<file path="src/swc_pkg.sv">
// Purpose: Shared constants and types for the configuration word decoder
// Assumes: 14-bit configuration words, blank state is all ones
// Notes:   Field positions and codes are named once here
package swc_pkg;

  localparam int          CFG_WIDTH = 14;
  localparam logic [13:0] CFG_BLANK = 14'h3FFF;

  // Supervisor word fields
  localparam int          SUP_DEBUG_BIT    = 13;
  localparam int          SUP_STACK_BIT    = 12;
  localparam int          SUP_PPS_BIT      = 11;
  localparam int          SUP_ZCD_BIT      = 10;
  localparam int          SUP_BROWNOUT_TRIP_LEVEL_BIT     = 9;
  localparam int          SUP_BOR_MODE_LSB = 6;
  localparam int          SUP_LPBOR_BIT    = 5;
  localparam int          SUP_PWRT_BIT     = 1;
  localparam int          SUP_MASTER_CLEAR_PIN_BIT     = 0;
  localparam logic [13:0] SUP_UNIMPL_MASK  = 14'h011C;

  // Watchdog word fields
  localparam int          WDT_CLK_LSB     = 11;
  localparam int          WDT_WIN_LSB     = 8;
  localparam int          WDT_MODE_LSB    = 5;
  localparam int          WDT_PER_LSB     = 0;
  localparam logic [13:0] WDT_UNIMPL_MASK = 14'h0080;

  // Shared two-bit operating mode codes
  localparam logic [1:0] MODE_ALWAYS = 2'h3;
  localparam logic [1:0] MODE_AWAKE  = 2'h2;
  localparam logic [1:0] MODE_SOFT   = 2'h1;
  localparam logic [1:0] MODE_OFF    = 2'h0;

  localparam logic [2:0] WDT_CLK_LFOSC   = 3'h0;
  localparam logic [2:0] WDT_CLK_MFOSC16 = 3'h1;
  localparam logic [2:0] WDT_CLK_SOFT    = 3'h7;
  localparam logic [2:0] WDT_WIN_SOFT    = 3'h7;

  localparam logic [4:0] PERIOD_MAX_CODE  = 5'h12;
  localparam logic [4:0] PERIOD_BASE_LOG2 = 5'h05;

  localparam logic [4:0] STACK_LEVELS = 5'h10;
  localparam logic [4:0] STACK_EMPTY  = 5'h00;

  typedef enum logic [1:0] {
    SWC_CLK_LFOSC   = 2'b00,
    SWC_CLK_MFOSC16 = 2'b01,
    SWC_CLK_SOFT    = 2'b11,
    SWC_CLK_NONE    = 2'b10
  } swc_wdt_clk_type;

  typedef enum logic [1:0] {
    SWC_OPEN_FIRST   = 2'b00,
    SWC_LOCKED_FIRST = 2'b01,
    SWC_OPEN_AGAIN   = 2'b11,
    SWC_LOCKED_FINAL = 2'b10
  } swc_lock_state_type;

  typedef struct packed {
    logic debugger_enable;
    logic prog_pins_gpio;
    logic stack_fault_reset_enable;
    logic pin_select_one_way_lock;
    logic zero_cross_detect_disable;
    logic brownout_trip_low;
    logic brownout_reset_active;
    logic low_power_brownout_enable;
    logic powerup_timer_enable;
    logic master_clear_active;
  } swc_supervisor_type;

  typedef struct packed {
    swc_wdt_clk_type clock_source;
    logic [2:0]      window_closed_eighths;
    logic            window_software_control;
    logic            keyed_access_required;
    logic            watchdog_running;
    logic [4:0]      prescale_log2;
  } swc_watchdog_type;

  localparam swc_supervisor_type SUP_SETTINGS_RESET = '0;
  localparam swc_watchdog_type   WDT_SETTINGS_RESET = '0;

endpackage

</file>
<file path="src/swc_config_decode.sv">
// Purpose: Decode supervisor and watchdog configuration words into settings
// Assumes: Words, blank flag and LOW_VOLTAGE_PROGRAMMING_ENABLE come from the NVM domain; core inputs
//          share this clock
// Notes:   Settings are registered; a word change shows three edges later
//          Stack flags set even with fault reset off; depth then saturates
module swc_config_decode
  import swc_pkg::*;
(
  // Clock and reset
  input  wire logic               clock,
  input  wire logic               rstn,
  // Nonvolatile configuration (other domain)
  input  wire logic [13:0]        supervisor_config_raw,
  input  wire logic [13:0]        watchdog_config_raw,
  input  wire logic               low_voltage_programming_enable,
  input  wire logic               config_blank,
  // Core status and controls
  input  wire logic               sleep_active,
  input  wire logic               software_brownout_enable,
  input  wire logic               software_watchdog_enable,
  // Return stack events
  input  wire logic               stack_push,
  input  wire logic               stack_pop,
  input  wire logic               stack_flag_clear,
  // Pin-select lock write port
  input  wire logic               pin_select_unlock_ok,
  input  wire logic               pin_select_lock_write,
  input  wire logic               pin_select_lock_wdata,
  // Decoded settings
  output swc_supervisor_type      supervisor_settings,
  output swc_watchdog_type        watchdog_settings,
  // Readback words
  output logic [13:0]             supervisor_config_word,
  output logic [13:0]             watchdog_config_word,
  // Stack supervision
  output logic                    stack_fault_reset,
  output logic                    stack_overflow_flag,
  output logic                    stack_underflow_flag,
  output logic [4:0]              stack_depth,
  // Pin-select lock state
  output logic                    pin_select_lock_bit,
  output logic                    pin_select_lock_final
);

  // Blank flag and LOW_VOLTAGE_PROGRAMMING_ENABLE ride in the same synchroniser as both words,
  // so all four always move together
  localparam int SYNC_WIDTH = 2 * CFG_WIDTH + 2;

  logic [SYNC_WIDTH-1:0] nvm_async;
  logic [SYNC_WIDTH-1:0] nvm_sync;
  logic [13:0]           sup_word;
  logic [13:0]           wdt_word;
  logic                  lvp_sync;
  logic                  blank_sync;

  // Shared decode of the two-bit operating mode fields
  // Mode 10 trusts the core's sleep flag; Sleep is not tracked here
  function automatic logic mode_active(input logic [1:0] mode,
                                       input logic       asleep,
                                       input logic       soft_enable);
    logic active;
    active = 1'b0;
    unique case (mode)
      MODE_ALWAYS: active = 1'b1;
      MODE_AWAKE:  active = !asleep;
      MODE_SOFT:   active = soft_enable;
      MODE_OFF:    active = 1'b0;
    endcase
    return active;
  endfunction

  // Closed share of the period in eighths; 110 is open like 111
  function automatic logic [2:0] window_closed(input logic [2:0] code);
    logic [2:0] eighths;
    eighths = 3'h0;
    unique case (code)
      3'h7:    eighths = 3'h0;
      3'h6:    eighths = 3'h0;
      3'h5:    eighths = 3'h2;
      3'h4:    eighths = 3'h3;
      3'h3:    eighths = 3'h4;
      3'h2:    eighths = 3'h5;
      3'h1:    eighths = 3'h6;
      3'h0:    eighths = 3'h7;
    endcase
    return eighths;
  endfunction

  // Only the fully open software code escapes keyed access
  function automatic logic window_soft(input logic [2:0] code);
    return (code == WDT_WIN_SOFT);
  endfunction

  // Reserved codes give no source; the counter must treat them as stopped
  function automatic swc_wdt_clk_type clock_source(input logic [2:0] code);
    swc_wdt_clk_type src;
    src = SWC_CLK_NONE;
    if (code == WDT_CLK_LFOSC)
      src = SWC_CLK_LFOSC;
    else if (code == WDT_CLK_MFOSC16)
      src = SWC_CLK_MFOSC16;
    else if (code == WDT_CLK_SOFT)
      src = SWC_CLK_SOFT;
    return src;
  endfunction

  // Codes past the last ratio fall back to 1:32, the shortest period
  function automatic logic [4:0] period_log2(input logic [4:0] code);
    logic [4:0] log2;
    log2 = PERIOD_BASE_LOG2;
    if (code <= PERIOD_MAX_CODE)
      log2 = PERIOD_BASE_LOG2 + code;
    return log2;
  endfunction

  // NVM values come from another domain, so they cross two flops first
  assign nvm_async = {config_blank, low_voltage_programming_enable,
                      watchdog_config_raw, supervisor_config_raw};

  swc_sync #(
    .WIDTH      (SYNC_WIDTH),
    .RESET_BITS ({SYNC_WIDTH{1'b1}})
  ) u_sync (
    .clock    (clock),
    .rstn     (rstn),
    .async_in (nvm_async),
    .sync_out (nvm_sync)
  );

  // Sync flops reset to ones, so the block reads blank until words land
  assign blank_sync = nvm_sync[SYNC_WIDTH-1];
  assign lvp_sync   = nvm_sync[SYNC_WIDTH-2];

  // Blank words read as all ones, unimplemented bits always as one
  assign sup_word = blank_sync ? CFG_BLANK
                  : (nvm_sync[CFG_WIDTH-1:0] | SUP_UNIMPL_MASK);
  assign wdt_word = blank_sync ? CFG_BLANK
                  : (nvm_sync[2*CFG_WIDTH-1:CFG_WIDTH] | WDT_UNIMPL_MASK);

  // Readback is registered so it moves in step with the settings
  always_ff @(posedge clock or negedge rstn)
  begin
    if (!rstn)
    begin
      supervisor_config_word <= CFG_BLANK;
      watchdog_config_word   <= CFG_BLANK;
    end
    else
    begin
      supervisor_config_word <= sup_word;
      watchdog_config_word   <= wdt_word;
    end
  end

  // Supervisor settings
  // Settings read zero in reset; consumers must wait
  // three edges after release for decoded values
  always_ff @(posedge clock or negedge rstn)
  begin
    if (!rstn)
      supervisor_settings <= SUP_SETTINGS_RESET;
    else
    begin
      supervisor_settings.debugger_enable           <= !sup_word[SUP_DEBUG_BIT];
      supervisor_settings.prog_pins_gpio            <= sup_word[SUP_DEBUG_BIT];
      supervisor_settings.stack_fault_reset_enable  <= sup_word[SUP_STACK_BIT];
      supervisor_settings.pin_select_one_way_lock   <= sup_word[SUP_PPS_BIT];
      supervisor_settings.zero_cross_detect_disable <= sup_word[SUP_ZCD_BIT];
      // Trip point only; the analog side applies it whenever brown-out is on
      supervisor_settings.brownout_trip_low         <= sup_word[SUP_BROWNOUT_TRIP_LEVEL_BIT];
      supervisor_settings.brownout_reset_active     <=
        mode_active(sup_word[SUP_BOR_MODE_LSB +: 2], sleep_active,
                    software_brownout_enable);
      supervisor_settings.low_power_brownout_enable <= !sup_word[SUP_LPBOR_BIT];
      supervisor_settings.powerup_timer_enable      <= !sup_word[SUP_PWRT_BIT];
      supervisor_settings.master_clear_active       <=
        lvp_sync | sup_word[SUP_MASTER_CLEAR_PIN_BIT];
    end
  end

  // Watchdog settings; the counter itself lives elsewhere
  // A new word only arrives by programming, so no care is taken
  // for a change in mid-period of the counter
  always_ff @(posedge clock or negedge rstn)
  begin
    if (!rstn)
      watchdog_settings <= WDT_SETTINGS_RESET;
    else
    begin
      watchdog_settings.clock_source            <=
        clock_source(wdt_word[WDT_CLK_LSB +: 3]);
      watchdog_settings.window_closed_eighths   <=
        window_closed(wdt_word[WDT_WIN_LSB +: 3]);
      watchdog_settings.window_software_control <=
        window_soft(wdt_word[WDT_WIN_LSB +: 3]);
      watchdog_settings.keyed_access_required   <=
        !window_soft(wdt_word[WDT_WIN_LSB +: 3]);
      watchdog_settings.watchdog_running        <=
        mode_active(wdt_word[WDT_MODE_LSB +: 2], sleep_active,
                    software_watchdog_enable);
      watchdog_settings.prescale_log2           <=
        period_log2(wdt_word[WDT_PER_LSB +: 5]);
    end
  end

  // Return stack depth tracking; 0 means empty, 16 means full
  // Five bits hold all 17 depths
  logic push_only;
  logic pop_only;
  logic overflow_event;
  logic underflow_event;
  logic fault_event;

  // Push and pop together cancel, as a call that returns at once
  assign push_only       = stack_push && !stack_pop;
  assign pop_only        = stack_pop && !stack_push;
  assign overflow_event  = push_only && (stack_depth == STACK_LEVELS);
  assign underflow_event = pop_only && (stack_depth == STACK_EMPTY);
  assign fault_event     = (overflow_event || underflow_event)
                           && supervisor_settings.stack_fault_reset_enable;

  // Without fault reset the depth saturates at both ends; the flags
  // record the lost event and software must treat the stack as corrupt
  always_ff @(posedge clock or negedge rstn)
  begin
    if (!rstn)
      stack_depth <= STACK_EMPTY;
    else if (fault_event)
      stack_depth <= STACK_EMPTY;
    else if (push_only && !overflow_event)
      stack_depth <= stack_depth + 5'h01;
    else if (pop_only && !underflow_event)
      stack_depth <= stack_depth - 5'h01;
  end

  // One-cycle reset request to the reset controller
  // The reset controller stretches it, so one cycle is enough
  always_ff @(posedge clock or negedge rstn)
  begin
    if (!rstn)
      stack_fault_reset <= 1'b0;
    else
      stack_fault_reset <= fault_event;
  end

  // Sticky flags; a fault in the clearing cycle wins over the clear
  // Flags set even with fault reset off, so software can see the loss
  always_ff @(posedge clock or negedge rstn)
  begin
    if (!rstn)
      stack_overflow_flag <= 1'b0;
    else if (overflow_event)
      stack_overflow_flag <= 1'b1;
    else if (stack_flag_clear)
      stack_overflow_flag <= 1'b0;
  end

  always_ff @(posedge clock or negedge rstn)
  begin
    if (!rstn)
      stack_underflow_flag <= 1'b0;
    else if (underflow_event)
      stack_underflow_flag <= 1'b1;
    else if (stack_flag_clear)
      stack_underflow_flag <= 1'b0;
  end

  // Pin-select lock uses the registered one-way policy
  // The policy is valid three edges after reset; a write on the first edge
  // meets the reset policy, which toggles freely; the next two meet the blank word's one-way policy
  swc_pin_select_lock u_lock (
    .clock      (clock),
    .rstn       (rstn),
    .one_way    (supervisor_settings.pin_select_one_way_lock),
    .unlock_ok  (pin_select_unlock_ok),
    .lock_write (pin_select_lock_write),
    .lock_wdata (pin_select_lock_wdata),
    .lock_bit   (pin_select_lock_bit),
    .lock_final (pin_select_lock_final)
  );

endmodule // swc_config_decode

</file>
<file path="src/swc_sync.sv">
// Purpose: Two-stage synchroniser for the nonvolatile configuration inputs
// Assumes: Inputs change rarely and only as a whole after programming
// Notes:   First stage is read by the second stage only
module swc_sync
  import swc_pkg::*;
#(
  parameter int               WIDTH      = 30,
  parameter logic [WIDTH-1:0] RESET_BITS = '1
)
(
  // Clock and reset
  input  wire logic             clock,
  input  wire logic             rstn,
  // Data
  input  wire logic [WIDTH-1:0] async_in,
  output logic      [WIDTH-1:0] sync_out
);

  logic [WIDTH-1:0] stage1_reg;

  always_ff @(posedge clock or negedge rstn)
  begin
    if (!rstn)
    begin
      stage1_reg <= RESET_BITS;
      sync_out   <= RESET_BITS;
    end
    else
    begin
      stage1_reg <= async_in;
      sync_out   <= stage1_reg;
    end
  end

endmodule // swc_sync

</file>
<file path="src/swc_pin_select_lock.sv">
// Purpose: Pin-select lock bit with optional one-way policy
// Assumes: Unlock qualifier comes from core logic on the same clock
// Notes:   Lock is clear after reset; writes without unlock are dropped
module swc_pin_select_lock
  import swc_pkg::*;
(
  // Clock and reset
  input  wire logic clock,
  input  wire logic rstn,
  // Policy
  input  wire logic one_way,
  // Core write port
  input  wire logic unlock_ok,
  input  wire logic lock_write,
  input  wire logic lock_wdata,
  // State
  output logic      lock_bit,
  output logic      lock_final
);

  swc_lock_state_type state_reg;
  swc_lock_state_type state_next;

  always_comb
  begin
    state_next = state_reg;
    if (lock_write && unlock_ok)
    begin
      unique case (state_reg)
        SWC_OPEN_FIRST:
          if (lock_wdata)
            state_next = SWC_LOCKED_FIRST;
        SWC_LOCKED_FIRST:
          if (!lock_wdata)
            state_next = SWC_OPEN_AGAIN;
        SWC_OPEN_AGAIN:
          if (lock_wdata)
            state_next = one_way ? SWC_LOCKED_FINAL : SWC_LOCKED_FIRST;
        SWC_LOCKED_FINAL:
          if (!lock_wdata && !one_way)
            state_next = SWC_OPEN_AGAIN;
      endcase
    end
  end

  always_ff @(posedge clock or negedge rstn)
  begin
    if (!rstn)
      state_reg <= SWC_OPEN_FIRST;
    else
      state_reg <= state_next;
  end

  // Locked codes differ in exactly one bit from each open code
  assign lock_bit   = ^state_reg;
  assign lock_final = (state_reg == SWC_LOCKED_FINAL);

endmodule // swc_pin_select_lock

</file>
<file path="config.mk">
export PLATFORM = sky130hd
export DESIGN_NAME = swc_config_decode
export DESIGN_NICKNAME = d
export VERILOG_FILES = /design/src/swc_pkg.sv /design/src/swc_config_decode.sv /design/src/swc_sync.sv /design/src/swc_pin_select_lock.sv
export SDC_FILE = /design/constraint.sdc
export NUM_CORES = 1
export LEC_CHECK = 0
export ABC_AREA = 1
export BUFFER_PORTS_ARGS = -buffer_cell sky130_fd_sc_hd__buf_4
export CAP_MARGIN = 15
export CORE_ASPECT_RATIO = 0.75
export CORE_MARGIN = 3
export CORE_UTILIZATION = 30
export DETAILED_ROUTE_END_ITERATION = 10
export GPL_TIMING_DRIVEN = 0
export PLACE_DENSITY = 0.57
export SLEW_MARGIN = 20
export SYNTH_ARGS = -nofsm -noshare
export SYNTH_HDL_FRONTEND = slang
export SYNTH_SLANG_ARGS = --single-unit
export TNS_END_PERCENT = 30
</file>
<file path="constraint.sdc">
create_clock -name clock -period 2.7 [get_ports clock]
set_input_delay 0.54 -clock clock [delete_from_list [all_inputs] [get_ports clock]]
set_output_delay 0.54 -clock clock [all_outputs]
set_load 0.03 [all_outputs]
</file>
======== Word-level counts from Yosys, hierarchy flattened ========
Memories as Yosys holds them, arrays and structs flattened. A register that Yosys moved wholly into a read port is not among the register bits.
Cells that the tools add are included.
storage, ports and cells
  flip-flop bits (word level) ............. 118
  latch bits .............................. 0
  memory bits (writable) .................. 0
  bits in read-only memories .............. 24
  input bits .............................. 41
  output and inout port bits .............. 61
  word-level logic and storage cells ...... 99
  memories kept ........................... 1
cells by class
  add/sub/neg operators ................... 3
  multipliers ............................. 0
  divide/modulo/power cells ............... 0
  magnitude comparators ................... 1
  equal/unequal tests ..................... 17
  shifts and indexed selects .............. 0
  muxes and demuxes ....................... 20
  bitwise logic cells ..................... 1
  reductions and logical operators ........ 32
memories
  memory            words  bits a word  rd ports  clocked after Yosys merged registers in  write ports  RTL line                 text
  (name not given)  8      3            1         1                                        0            swc_config_decode.sv:76  unique case (code)
operators with widths
  operator                                                             count
  14-bit 2-to-1 mux                                                    2
  5-bit 2-to-1 mux                                                     4
  2-bit 2-to-1 mux                                                     7
  2-bit == test (second input constant)                                6
  1-bit logical NOT                                                    12
  1-bit logical AND                                                    9
  1-bit case mux with 4 select lines                                   2
  2-bit case mux with 4 select lines                                   1
  2-bit by 1-bit == test with 1-bit output (second input constant)     3
  3-bit == test (second input constant)                                2
  2-bit logical NOT                                                    3
  2-bit != test (second input constant)                                3
  3-bit by 5-bit adder with 5-bit output (first input constant)        1
  5-bit by 1-bit adder with 5-bit output (second input constant)       1
  5-bit == test (second input constant)                                1
  5-bit less-or-equal comparator (second input constant)               1
  5-bit logical NOT                                                    1
  5-bit AND reduction                                                  1
  5-bit by 1-bit subtractor with 5-bit output (second input constant)  1
  1-bit 2-to-1 mux                                                     4
  2-bit nonzero test                                                   2
  3-bit by 1-bit == test with 1-bit output (second input constant)     1
  3-bit logical NOT                                                    1
  3-bit nonzero test                                                   1
  4 further kinds                                                      4

======== Logic depth before layout (Yosys ltp) ========
  word-level depth ........................ 8
  mapped depth ............................ 11
  mapped depth without buffers ............ 11

======== Cells and area by module ========
A second synthesis with hierarchy kept.
second synthesis, totals
  cells, all modules ...................... 287
  area total of the unflattened synthesis .. 3918.8 um^2
by module, submodules not included
  module               instances  cells an instance  area each (um^2)  seq. area each (um^2)
  swc_config_decode    1          194                2115.8            1380.1
  swc_sync             1          60                 1576.5            1576.5
  swc_pin_select_lock  1          33                 226.5             50.0

======== Worst setup path before layout ========
OpenSTA, ideal clock, no wires.
  path type ............................... register to register
  start point ............................. reg stack_depth[0]
  end point ............................... reg stack_depth[3]
  setup time .............................. 0.119 ns
  arrival time ............................ 1.852 ns
  required time ........................... 2.581 ns
  slack ................................... 0.730 ns
  stages on the path, launching flop included .. 10
  path buffers ............................ 0
  period minus slack after synthesis ...... 1.970 ns
  cell sequence ........................... dfrtp_1 nor2_1 nand3_1 nand2_2 ha_1 a21oi_1 nand2_1 or2_2 nand3_1 nand2_1
on the way
  longest elaborated chain between the ends .. 6
  elaborated cells between the ends (all ways) .. 16
  those cells by class .................... add/sub: 2; eq/ne: 1; mux: 3; reduce/logical: 10
ends and longest elaborated chain
  element                                                                                              RTL line                  text
  start: declaration                                                                                   swc_config_decode.sv:39   output logic [4:0] stack_depth,
  start signal: assignment                                                                             swc_config_decode.sv:231  stack_depth <= stack_depth + 5'h01;
  start signal: assignment                                                                             swc_config_decode.sv:233  stack_depth <= stack_depth - 5'h01;
  parallel branches: the longest is 6 deep, another holds 5-bit by 1-bit subtractor with 5-bit output  -
Parallel ways; which one is timed is not known. The select of a mux whose other input is x is not followed.
A chain may end at the register's enable or synchronous reset.

======== Worst setup path in the final report ========
Ends and elaborated chain as after synthesis.

==> run metrics <==
status=complete, no violations; DRT Pass-1 Iters=4; clock skew=around 6.7 ps; Mapped Avg Cell Area=about 13 sq um; TritonCTS clock tree=built; RSZ-0062 raised after global routing=false; H-tree Lvls=3; Final min period=between 2000 and 2500 ps; Highest Clock Rate=between 400 and 500 MHz; Reg clk slew, reported paths=70 ps; Layout area overhead=33.3%; crit path kind=flop to flop; leading cell types in the layout, fill and taps excluded=96 x buf_4, 73 x dfstp_2, 37 x inv_1; CP Capture Type=flop; most common cell after layout, fill and taps aside=buf_4; Final WS setup=approximately 650 ps; maxcap violations=0; largest fanout on the critical path=6; Place WS=a little over 600 ps; fin. max-slew vios=0; Syn. warnings=0; Worst-Skew Late Latency=330 ps; GPL Wtd Cong=0.720; Hold/Removal Path Class=input port to asynchronous set/reset pin; Leakage=about 2.3 nW; setup_tns=0 ps; slew at the pin closest to its max-slew limit=903 ps; initial antenna violation count=0; Critical Path AT=approximately 2300 ps; critical path startpoint category=flop; Worst IR Drop VDD=0.324 mV; vias post-DR=between 2k and 2.5k; worst reg-to-reg setup slack=~650 ps; fraction of layout cells with a size suffix above 1=roughly 52%; synthesized cell area=about 0.0036 sq mm; Reg2Reg Depth=9; DR vias/cell=3.94; # rows=34; final period utilization=about three quarters; Sink Count=approximately 110; post-layout power=just over 4 mW; die area=~0.013 sq mm; initial DRC count=88; core area=0.0117 sq mm; Post-CTS Hold Fix Bufs=0; first-pass GRT wire length=around 10000 um; WL per Instance=11.8 um; total clock buffers created by CTS=9; Die Y=a little over 100 um; Synth area leaders=dfstp_2 53%, dfrtp_1 23%, inv_1 3.8%; clock root cell=clkbuf_16; total wire length=roughly 6400 um; io pins=between 100 and 150; Yosys top cell by area=dfstp_2; #FFs+latches synth=about 110; Tot GR Track Use=between 10% and 20%; count of final setup violators=0; initial core utilization=a little under a third; post-cts sizing count=0; Post-Synthesis Cells=270; max_slew headroom=between 30% and 40%; Final ANT Viol Nets=0; Remaining DRCs=0; final net count=429; ANT cells=0; vias in the first global route=around 2.1k; distinct cell type count after synthesis=27; dpl hpwl=about 4500 um; power density over the cells=around 840 mW/mm^2; Final Hold Viols=0; Seq/Total Area, Yosys=between 70 and 80%; clk buf depth=2; IO Port Bufs=a little over 90; total grt overflow=0; WP data required=roughly 3000 ps; Yosys top cell area share=a little over half; # Post-CTS Setup Buffers=0; die width=roughly 130 um; pin count of the biggest net entering global routing=107
-- per-stage QoR --
stage | hold slack, ps | std cells | cell area [sq um] | util (%)
global route | 277 | 543 | 4820 | 41.2
floorplan | 244 | 274 | 3630 | -
finish | 307 | 543 | 4820 | 41.2
CTS | 283 | 543 | 4820 | 41.2
detailed placement | 347 | 527 | 4520 | 38.6
global placement | 346 | 527 | 4520 | 38.6
-- per-layer routing --
| metal | part of all wire, % | vias up | track usage [%] |
|---|---|---|---|
| li1 | - | 1029 | - |
| met1 | 44 | 1040 | 12.3 |
| met2 | 49 | 66 | 16.1 |
| met3 | 7.2 | 4 | 5.19 |
| met4 | 0.39 | 0 | 3.51 |
| met5 | 0 | - | 0 |
-- worst max-delay path, cell delays in order (launching register included) --
cell and delay, ps:
dfrtp_1 460, nor2_1 300, nand3_1 140, nand2_2 190, ha_1 270, a21oi_1 120, nand2_1 80, or2_2 270
nand3_1 70, nand2_1 50
-- final cells by class --
cell class,count,area (sq um)
Clock inverter,5,45.0
Clock buffer,11,253
Multi-Input combinational cell,122,683
Sequential cell,106,2740
Inverter,38,148
Fill cell,1113,6880
Tap cell,162,203
Timing Repair Buffer,91,687
Buffer,8,55.1
-- cells in the mapped netlist --
cell,n
o21ai_0,9
a211oi_1,1
nand3_1,15
inv_1,37
buf_4,6
nand2_1,36
nand4_1,2
dfrtp_1,33
or2_1,2
conb_1,1
nand2_2,3
fa_1,1
nand2_4,1
o211ai_1,2
ha_1,11
a21boi_0,1
o21ai_1,1
buf_2,2
a32o_1,1
clkinv_4,1
a21oi_1,3
xor2_1,2
dfstp_2,73
nor2_2,1
or2_2,6
nor2_1,18
o21bai_1,1
-- path summary, 6_finish.rpt --
path	endpoint	startpoint
min reg2reg	u_sync.sync_out[12]	u_sync.stage1_reg[12]
min	supervisor_settings[3]	rstn
max reg2reg	stack_depth[3]	stack_depth[0]
max	stack_depth[3]	stack_depth[0]
max in group asynchronous	stack_fault_reset	rstn
min in group clock	u_sync.stage1_reg[27]	watchdog_config_raw[13]
-- cells by family after synthesis --
kind of cell,synth area share (%)
other cells,0.104
simple gates,10.4
xor+xnor,0.485
compound gates,3.12
flops,75.9
buf+inv,5.61
fa+ha+maj,4.36
-- power breakdown --
group / leakage (nW) / total, mW / switching (mW) / internal [mW]
logic: 0.968 / 0.920 / 0.571 / 0.349
registers: 1.16 / 1.87 / 0.106 / 1.77
clock network: 0.144 / 1.26 / 0.569 / 0.689
No activity file was read; power rests on OpenSTA's default activity.
